**src/crs_pkg.sv**
```systemverilog
// package: constants and types for the cpu register set
package crs_pkg;
    // ======================================================
    // widths and indices
    localparam int unsigned CRS_XLEN      = 32;
    localparam int unsigned CRS_ACC_W     = 64;
    localparam int unsigned CRS_NGPR      = 16;
    localparam int unsigned CRS_GPR_AW    = 4;
    localparam logic [3:0]  CRS_SP_INDEX  = 4'h0;
    localparam int unsigned CRS_PSW_U_BIT = 17;
    localparam int unsigned CRS_FP_NEXC   = 5;
    // accumulator slices
    localparam int unsigned CRS_ACC_HI_LSB  = 32;
    localparam int unsigned CRS_ACC_MID_LSB = 16;
    // ======================================================
    // reset values
    localparam logic [31:0] CRS_RST_WORD = 32'h0000_0000;
    localparam logic [63:0] CRS_RST_ACC  = 64'h0000_0000_0000_0000;
    localparam logic [4:0]  CRS_RST_FP   = 5'h00;
    // ======================================================
    // control register selector
    typedef enum logic [2:0] {
        CRS_CR_ISP,
        CRS_CR_USP,
        CRS_CR_VTB,
        CRS_CR_PSW,
        CRS_CR_SPC,
        CRS_CR_SPSW,
        CRS_CR_FIV
    } crs_creg_t;
    // accumulator write operations
    typedef enum logic [1:0] {
        CRS_ACC_NONE,
        CRS_ACC_FULL,
        CRS_ACC_HI,
        CRS_ACC_LO
    } crs_accop_t;
endpackage

```
**src/crs_gpr_mem.sv**
```systemverilog
// file: general register storage array, r1..r15, registered read ports
`timescale 1ns/1ps
module crs_gpr_mem
    import crs_pkg::*;
(
    // clock and reset
    input  wire logic                  clk_i,
    input  wire logic                  reset_i,
    // write port
    input  wire logic                  we_i,
    input  wire logic [CRS_GPR_AW-1:0] waddr_i,
    input  wire logic [CRS_XLEN-1:0]   wdata_i,
    // read ports
    input  wire logic [CRS_GPR_AW-1:0] raddr_a_i,
    input  wire logic [CRS_GPR_AW-1:0] raddr_b_i,
    output logic      [CRS_XLEN-1:0]   rdata_a_o,
    output logic      [CRS_XLEN-1:0]   rdata_b_o
);
    logic [CRS_XLEN-1:0] mem_ff [CRS_NGPR];

    // ======================================================
    // storage, one generate loop over entries
    genvar g;
    generate
        for (g = 0; g < CRS_NGPR; g++) begin : g_ent
            always_ff @(posedge clk_i or posedge reset_i) begin
                if (reset_i) begin
                    mem_ff[g] <= CRS_RST_WORD;
                end else if (we_i && (waddr_i == CRS_GPR_AW'(g))) begin
                    mem_ff[g] <= wdata_i;
                end
            end
        end
    endgenerate

    // registered read data
    always_ff @(posedge clk_i or posedge reset_i) begin
        if (reset_i) begin
            rdata_a_o <= CRS_RST_WORD;
            rdata_b_o <= CRS_RST_WORD;
        end else begin
            rdata_a_o <= mem_ff[raddr_a_i];
            rdata_b_o <= mem_ff[raddr_b_i];
        end
    end
endmodule

```
**src/crs_top.sv**
```systemverilog
// file: programmer-visible register set of the cpu core
// Summary of operation
// - sixteen general registers, r1-r15 general purpose
// - r0 accesses the active stack pointer
// - psw u bit picks user or interrupt
// - vector table base held for vector lookup
// - program counter holds executing instruction address
// - fast interrupt saves pc into backup
// - fast interrupt saves psw, same layout
// - fast interrupt branches to fast vector
// - enabled fp exception sets cause flag
// - masked fp exception sets sticky until cleared
// - sixty-four bit dsp accumulator provided
// - multiply instructions overwrite whole accumulator
// - move-to writes high or low half
// - move-from reads high or middle slice
`timescale 1ns/1ps
module crs_top
    import crs_pkg::*;
(
    // clock and reset
    input  wire logic                  clk_i,
    input  wire logic                  reset_i,
    // general register write
    input  wire logic                  gpr_we_i,
    input  wire logic [CRS_GPR_AW-1:0] gpr_waddr_i,
    input  wire logic [CRS_XLEN-1:0]   gpr_wdata_i,
    // general register read
    input  wire logic [CRS_GPR_AW-1:0] gpr_raddr_a_i,
    input  wire logic [CRS_GPR_AW-1:0] gpr_raddr_b_i,
    output logic      [CRS_XLEN-1:0]   gpr_rdata_a_o,
    output logic      [CRS_XLEN-1:0]   gpr_rdata_b_o,
    // control register write
    input  wire logic                  creg_we_i,
    input  wire crs_creg_t             creg_sel_i,
    input  wire logic [CRS_XLEN-1:0]   creg_wdata_i,
    // program counter
    input  wire logic                  pc_we_i,
    input  wire logic [CRS_XLEN-1:0]   pc_next_i,
    // fast interrupt entry
    input  wire logic                  fast_irq_take_i,
    // floating point status
    input  wire logic                  float_status_word_we_i,
    input  wire logic [CRS_FP_NEXC-1:0] fp_enable_wdata_i,
    input  wire logic [CRS_FP_NEXC-1:0] fp_cause_wdata_i,
    input  wire logic [CRS_FP_NEXC-1:0] fp_sticky_wdata_i,
    input  wire logic [CRS_FP_NEXC-1:0] fp_exc_i,
    // accumulator
    input  wire crs_accop_t            acc_op_i,
    input  wire logic [CRS_ACC_W-1:0]  acc_full_i,
    input  wire logic [CRS_XLEN-1:0]   acc_half_i,
    // control register outputs
    output logic      [CRS_XLEN-1:0]   interrupt_stack_pointer_o,
    output logic      [CRS_XLEN-1:0]   user_stack_pointer_o,
    output logic      [CRS_XLEN-1:0]   vector_table_base_o,
    output logic      [CRS_XLEN-1:0]   program_counter_o,
    output logic      [CRS_XLEN-1:0]   processor_status_word_o,
    output logic      [CRS_XLEN-1:0]   saved_program_counter_o,
    output logic      [CRS_XLEN-1:0]   saved_status_word_o,
    output logic      [CRS_XLEN-1:0]   fast_irq_vector_o,
    // floating point flags
    output logic      [CRS_FP_NEXC-1:0] fp_trap_enable_o,
    output logic      [CRS_FP_NEXC-1:0] fp_cause_flag_o,
    output logic      [CRS_FP_NEXC-1:0] fp_sticky_flag_o,
    // accumulator views
    output logic      [CRS_ACC_W-1:0]  dsp_sum_register_o,
    output logic      [CRS_XLEN-1:0]   acc_high_o,
    output logic      [CRS_XLEN-1:0]   acc_middle_o
);
    // ======================================================
    // state
    logic [CRS_XLEN-1:0]    isp_ff, usp_ff, vtb_ff, pc_ff, psw_ff;
    logic [CRS_XLEN-1:0]    spc_ff, spsw_ff, fiv_ff;
    logic [CRS_FP_NEXC-1:0] fen_ff, fcause_ff, fsticky_ff;
    logic [CRS_ACC_W-1:0]   acc_ff;
    logic                   user_sel;
    logic [CRS_XLEN-1:0]    mem_a, mem_b;
    logic                   sp_rd_a_ff, sp_rd_b_ff;
    logic                   mem_we, sp_we;

    assign user_sel = psw_ff[CRS_PSW_U_BIT];

    // ======================================================
    // general registers; r0 goes to the banked stack pointer
    assign mem_we = gpr_we_i && (gpr_waddr_i != CRS_SP_INDEX);
    assign sp_we  = gpr_we_i && (gpr_waddr_i == CRS_SP_INDEX);

    crs_gpr_mem u_mem (
        .clk_i     (clk_i),
        .reset_i   (reset_i),
        .we_i      (mem_we),
        .waddr_i   (gpr_waddr_i),
        .wdata_i   (gpr_wdata_i),
        .raddr_a_i (gpr_raddr_a_i),
        .raddr_b_i (gpr_raddr_b_i),
        .rdata_a_o (mem_a),
        .rdata_b_o (mem_b)
    );

    // remember whether each read port addressed r0
    always_ff @(posedge clk_i or posedge reset_i) begin
        if (reset_i) begin
            sp_rd_a_ff <= 1'b0;
            sp_rd_b_ff <= 1'b0;
        end else begin
            sp_rd_a_ff <= (gpr_raddr_a_i == CRS_SP_INDEX);
            sp_rd_b_ff <= (gpr_raddr_b_i == CRS_SP_INDEX);
        end
    end

    // r0 reads return the active stack pointer, one cycle after address
    logic [CRS_XLEN-1:0] sp_q_ff;
    always_ff @(posedge clk_i or posedge reset_i) begin
        if (reset_i) begin
            sp_q_ff <= CRS_RST_WORD;
        end else begin
            sp_q_ff <= user_sel ? usp_ff : isp_ff;
        end
    end
    assign gpr_rdata_a_o = sp_rd_a_ff ? sp_q_ff : mem_a;
    assign gpr_rdata_b_o = sp_rd_b_ff ? sp_q_ff : mem_b;

    // ======================================================
    // stack pointers; r0 write updates the selected bank
    always_ff @(posedge clk_i or posedge reset_i) begin
        if (reset_i) begin
            isp_ff <= CRS_RST_WORD;
            usp_ff <= CRS_RST_WORD;
        end else begin
            if (sp_we && !user_sel) begin
                isp_ff <= gpr_wdata_i;
            end else if (creg_we_i && creg_sel_i == CRS_CR_ISP) begin
                isp_ff <= creg_wdata_i;
            end
            if (sp_we && user_sel) begin
                usp_ff <= gpr_wdata_i;
            end else if (creg_we_i && creg_sel_i == CRS_CR_USP) begin
                usp_ff <= creg_wdata_i;
            end
        end
    end

    // vector table base and fast vector
    always_ff @(posedge clk_i or posedge reset_i) begin
        if (reset_i) begin
            vtb_ff <= CRS_RST_WORD;
            fiv_ff <= CRS_RST_WORD;
        end else begin
            if (creg_we_i && creg_sel_i == CRS_CR_VTB) begin
                vtb_ff <= creg_wdata_i;
            end
            if (creg_we_i && creg_sel_i == CRS_CR_FIV) begin
                fiv_ff <= creg_wdata_i;
            end
        end
    end

    // program counter; fast interrupt entry beats a normal update
    always_ff @(posedge clk_i or posedge reset_i) begin
        if (reset_i) begin
            pc_ff <= CRS_RST_WORD;
        end else if (fast_irq_take_i) begin
            pc_ff <= fiv_ff;
        end else if (pc_we_i) begin
            pc_ff <= pc_next_i;
        end
    end

    // status word and backups
    always_ff @(posedge clk_i or posedge reset_i) begin
        if (reset_i) begin
            psw_ff  <= CRS_RST_WORD;
            spc_ff  <= CRS_RST_WORD;
            spsw_ff <= CRS_RST_WORD;
        end else begin
            if (creg_we_i && creg_sel_i == CRS_CR_PSW) begin
                psw_ff <= creg_wdata_i;
            end
            if (fast_irq_take_i) begin
                spc_ff  <= pc_ff;
                spsw_ff <= psw_ff;
            end else begin
                if (creg_we_i && creg_sel_i == CRS_CR_SPC) begin
                    spc_ff <= creg_wdata_i;
                end
                if (creg_we_i && creg_sel_i == CRS_CR_SPSW) begin
                    spsw_ff <= creg_wdata_i;
                end
            end
        end
    end

    // ======================================================
    // floating point status; hardware set wins over software clear
    always_ff @(posedge clk_i or posedge reset_i) begin
        if (reset_i) begin
            fen_ff     <= CRS_RST_FP;
            fcause_ff  <= CRS_RST_FP;
            fsticky_ff <= CRS_RST_FP;
        end else begin
            if (float_status_word_we_i) begin
                fen_ff <= fp_enable_wdata_i;
            end
            fcause_ff  <= (float_status_word_we_i ? fp_cause_wdata_i : fcause_ff)
                          | (fp_exc_i & fen_ff);
            fsticky_ff <= (float_status_word_we_i ? fp_sticky_wdata_i : fsticky_ff)
                          | (fp_exc_i & ~fen_ff);
        end
    end

    // ======================================================
    // accumulator
    always_ff @(posedge clk_i or posedge reset_i) begin
        if (reset_i) begin
            acc_ff <= CRS_RST_ACC;
        end else begin
            case (acc_op_i)
                CRS_ACC_FULL: acc_ff <= acc_full_i;
                CRS_ACC_HI: acc_ff[CRS_ACC_W-1:CRS_ACC_HI_LSB] <= acc_half_i;
                CRS_ACC_LO: acc_ff[CRS_ACC_HI_LSB-1:0] <= acc_half_i;
                default: acc_ff <= acc_ff;
            endcase
        end
    end

    assign acc_high_o   = acc_ff[CRS_ACC_W-1:CRS_ACC_HI_LSB];
    assign acc_middle_o = acc_ff[CRS_ACC_MID_LSB+CRS_XLEN-1:CRS_ACC_MID_LSB];

    // ======================================================
    // outputs
    assign interrupt_stack_pointer_o = isp_ff;
    assign user_stack_pointer_o      = usp_ff;
    assign vector_table_base_o       = vtb_ff;
    assign program_counter_o         = pc_ff;
    assign processor_status_word_o   = psw_ff;
    assign saved_program_counter_o   = spc_ff;
    assign saved_status_word_o       = spsw_ff;
    assign fast_irq_vector_o         = fiv_ff;
    assign fp_trap_enable_o          = fen_ff;
    assign fp_cause_flag_o           = fcause_ff;
    assign fp_sticky_flag_o          = fsticky_ff;
    assign dsp_sum_register_o        = acc_ff;
endmodule

```
**config.mk**
```make
export PLATFORM = sky130hd
export DESIGN_NAME = crs_top
export DESIGN_NICKNAME = d
export VERILOG_FILES = /design/src/crs_pkg.sv /design/src/crs_gpr_mem.sv /design/src/crs_top.sv
export SDC_FILE = /design/constraint.sdc
export NUM_CORES = 2
export LEC_CHECK = 0
export BUFFER_PORTS_ARGS = -buffer_cell sky130_fd_sc_hd__buf_2
export CAP_MARGIN = 25
export CORE_UTILIZATION = 57
export CTS_CLUSTER_DIAMETER = 120
export DETAILED_ROUTE_END_ITERATION = 8
export GPL_TIMING_DRIVEN = 0
export PLACE_DENSITY = 0.78
export SETUP_SLACK_MARGIN = 0.2
export SYNTH_ARGS = -nofsm -noshare
export SYNTH_HDL_FRONTEND = slang
export SYNTH_HIERARCHICAL = 1
export SYNTH_SLANG_ARGS = --single-unit
```
**constraint.sdc**
```tcl
create_clock -name clk_i -period 22.5 [get_ports clk_i]
set_input_delay 1.125 -clock clk_i [delete_from_list [all_inputs] [get_ports clk_i]]
set_output_delay 1.125 -clock clk_i [all_outputs]
set_load 0.02 [all_outputs]
```
==> summary by stage <==
Outcome
The flow ran to the end, and the final reports show no timing, DRC or antenna violations.

Logic synthesis
When the netlist entered floorplanning its net count stood at 3,298. The count of yosys warnings during synthesis is 6. The post-synthesis async set-or-reset flop share is 100.0%. The sequential-to-total area share from yosys stat is between 50 and 60%. The top flip-flop cell by instance count after synthesis is sky130_fd_sc_hd__dfrtp_1. The area of the mapped netlist is 45,230 um^2. Yosys mapped a number of flops with a built-in enable equal to 0.

The synthesized netlist cell count is 3,059. The number of storage elements in the synthesis netlist is 945. Averaged over all synthesized cells, the footprint is 14.79 um^2. Counting distinct cell types in the post-synthesis netlist gives 37.

Die
The number of placed I/O pins is 699. The core footprint is 77,980 um^2. The row count is 102. Measured along the y axis, the die boundary spans around 280 um. The area enclosed by the die boundary is 80,490 um^2.

The die span in x is 283.7 um. The effective utilization at floorplan is 58.01%.

Routing
The detailed-router iteration count before antenna repair is 6. The final wirelength is 163,500 um. For this run, design rule violations remaining after detail routing come to 0.

After detailed routing, the number of vias per cell comes to 6.527. In the final routed layout, each cell accounts on average for 32.73 um. The initial DRC count is roughly 3,500. The total number of vias is about 33,000. The antenna violation net count after detailed routing is 0.

Min path
The worst hold-check path type is reg -> reg. The worst hold path begins at fast_irq_vector_o[6]$_DFFE_PP0P_. The cell depth of the worst min-delay path is 2. The path with the worst hold slack has its endpoint at program_counter_o[6]$_DFFE_PP0P_.

Timing
The transition time of the tightest slew-check pin is 1.138 ns. The final hold violation count is 0. The final critical-path share of the clock period is 17.49%. The tightest hold path in the finished design has a slack of between 0.4 and 0.5 ns.

The final setup violation count is 0. The setup total negative slack is 0 ns. Setup repair after global routing left no endpoint under its margin.

The shortest period the worst path allows is 3.935 ns. The worst slew slack as a fraction of its limit is 24.10%. For the final database, setup skew stands at around 0.023 ns. Static timing analysis puts the maximum clock frequency at about 0.25 GHz. The final count of pins violating max slew was 0.

Place
Routability-driven placement finished with a final weighted congestion of 1.024. The count of buffers from port buffering is 695. The number of placed instances, taps included, is 4,804. Summed over all nets, the half-perimeter wirelength after detailed placement is 121,400 um.

Clocking
The buffers inserted during post-CTS setup optimization is 0. The tree is rooted in a sky130_fd_sc_hd__clkbuf_16. The total clock buffers created by CTS is 98. The clock tree from TritonCTS is built. Clock-pin slew was measured on the worst setup and hold paths at about 0.060 ns. The number of hold buffers added after CTS was 0. Once the clock tree was built, the resizer swapped 0 gates to a different size.

Clock tree synthesis found a total of about 950 sinks. The largest buffer count on any clock path is 3. CTS built an H-tree with a depth of 3. The clock insertion delay at the later pin of the skew report is 0.67 ns.

Setup path
The worst path buffer plus inverter count is 3. The library cell contributing the largest single delay on the critical path is sky130_fd_sc_hd__buf_1. The maximum fanout count along the critical path is 10.

The data arrival time of the critical path is 2.81 ns. The cell depth of the worst flop-to-flop path is 5. The critical path goes through clkbuf_1 > buf_1 > mux2_2 > buf_2. The worst setup path is launched from a register. The biggest cell delay along the critical path is 0.62 ns. The endpoint identified for the worst register-to-register timing path is user_stack_pointer_o[12]$_DFFE_PP0P_. Setup slack on the worst reg-to-reg path comes out at 19.46 ns.

STA classifies the critical path endpoint as an output pin. The beginning of the worst register-to-register path is processor_status_word_o[17]$_DFFE_PP0P_. The critical setup path kind is reg -> out. The cell family contributing the most delay on the critical path is buffers and inverters. The data required time of the critical path is 21.38 ns.

Finish
The synthesis-to-layout area growth is 18.62%. For this run, the number of standard cells in the final layout without fillers is 4,994. Cells with a size suffix above 1 make up 53.50% of the layout. In the layout the commonest cells are 945 x sky130_fd_sc_hd__dfrtp_1, 789 x sky130_fd_sc_hd__mux2_2, 778 x sky130_fd_sc_hd__buf_2.

The filler cells instantiated in the layout total 5,493. The commonest non-fill, non-tap cell in the layout is sky130_fd_sc_hd__dfrtp_1. For this run, the post-layout net count is 4,106.

Power
For this design the ratio of total power to cell area is just over 100 nW/um^2. The static leakage is 24.42 nW. The total design power is 5.579 mW. Across the VDD grid, the largest voltage drop is 0.08673 mV.

Global routing
The number of global-route vias before repair is 32,880. Entering global routing, the biggest net connects 133 pins. Global routing used 40.86% of the available tracks across all layers. The first-pass GRT wire length is 235,300 um. The number of antenna violations at the first check in global routing is 14. Summed over all layers, the global routing overflow is 0.

Run
The tool flagged a number of max-cap violations equal to 0.
state kept, by name, summed over array words and instances (netlist names):
| register | count |
|---|---|
| u_mem/rdata_a_o | 32 |
| dsp_sum_register_o | 64 |
| saved_status_word_o | 32 |
| sp_rd_b_ff | 1 |
| fp_cause_flag_o | 5 |
| u_mem/mem_ff | 512 |
| user_stack_pointer_o | 32 |
| fast_irq_vector_o | 32 |
| vector_table_base_o | 32 |
| fp_sticky_flag_o | 5 |
| fp_trap_enable_o | 5 |
| sp_rd_a_ff | 1 |
| processor_status_word_o | 32 |
| sp_q_ff | 32 |
| program_counter_o | 32 |
| u_mem/rdata_b_o | 32 |
| saved_program_counter_o | 32 |
| interrupt_stack_pointer_o | 32 |
worst reg2reg max path, cell delays in order, from the launching register on:
cell and delay, ns:
sky130_fd_sc_hd__dfrtp_1 0.37, sky130_fd_sc_hd__clkbuf_1 0.76, sky130_fd_sc_hd__nand4b_1 0.74, sky130_fd_sc_hd__clkbuf_1 0.51
sky130_fd_sc_hd__buf_8 0.27, sky130_fd_sc_hd__mux2_2 0.27
stage by stage:
| stage | setup slack (ns) | area, um^2 | util [%] |
|---|---|---|---|
| 6_report | 18.57 | 53660 | 68.81 |
| 5_1_grt | 18.54 | 53650 | 68.80 |
| 4_1_cts | 18.26 | 53600 | 68.73 |
| 3_5_place_dp | 18.87 | 50260 | 64.46 |
| 3_3_place_gp | -0.9158 | 50010 | 64.14 |
| 2_1_floorplan | 5.261 | 45230 | - |
report_power, final:
| group | switching, mW | total [mW] | leakage (nW) | internal (mW) |
|---|---|---|---|---|
| Combinational | 0.787 | 1.49 | 11.2 | 0.707 |
| Sequential | 0.307 | 2.40 | 11.6 | 2.09 |
| Clock | 0.705 | 1.69 | 1.63 | 0.981 |
worst max-delay path by stage:
stage	from	slack, ns	depth (start not counted)	end
after CTS	sp_rd_b_ff$_DFF_PP0_	18.26	4	gpr_rdata_b_o[16]
final	sp_rd_b_ff$_DFF_PP0_	18.57	4	gpr_rdata_b_o[23]
after global routing	sp_rd_b_ff$_DFF_PP0_	18.54	4	gpr_rdata_b_o[23]
after detailed placement	reset_i	18.87	5	u_mem/mem_ff[136]$_DFFE_PP0P_
after global placement	reset_i	-0.92	2	u_mem/mem_ff[166]$_DFFE_PP0P_
after floorplan	reset_i	5.26	1	u_mem/mem_ff[0]$_DFFE_PP0P_
logic make-up (layout without fill, tap and decap cells):
group,count (synthesis),count (layout),share of synthesized area (%)
buffers and inverters,341,1230,3.809
flip-flops,945,945,52.28
adder cells (fa/ha/maj),3,3,0.08299
other,0,6,0
AND/OR/NAND/NOR,274,274,2.935
AO/OA/AOI/OAI,302,302,4.829
multiplexers,1194,1194,36.07
synth_stat cells (all sizes together) (3+ instances only):
cell | n | area, um^2
dfrtp | 945 | 23650
mux2 | 837 | 9538
mux4 | 256 | 5766
buf | 179 | 1114
nand2 | 162 | 608.1
clkbuf | 150 | 564.3
a22oi | 129 | 968.4
o21ai | 102 | 510.5
mux2i | 101 | 1011
a221o | 68 | 680.7
and2 | 67 | 419.2
inv | 12 | 45.04
nor2 | 12 | 45.04
nor2b | 10 | 62.56
nand2b | 5 | 31.28
ha | 3 | 37.54
or3 | 3 | 23.77
metal layers:
layer	vias up	global-route usage [%]	part of all wire, %
li1	13030	-	-
met5	-	0	0.021
met4	4	20.82	5.9
met2	2042	57.93	43
met3	417	20.02	15
met1	17110	51.88	36
final cells by class:
cell class	instances	area, um^2	share of cell area [%]
repair buffers	708	3750	6.989
clock inverters	44	510.5	0.9514
multi-input cells	1773	19870	37.04
well taps	1040	1301	2.425
inverters	12	60.06	0.1119
clock buffers	137	2821	5.258
flip-flops and latches	945	23650	44.07
plain buffers	329	1678	3.127
diodes	6	15.01	0.02798
No activity file was read; power rests on OpenSTA's default activity.
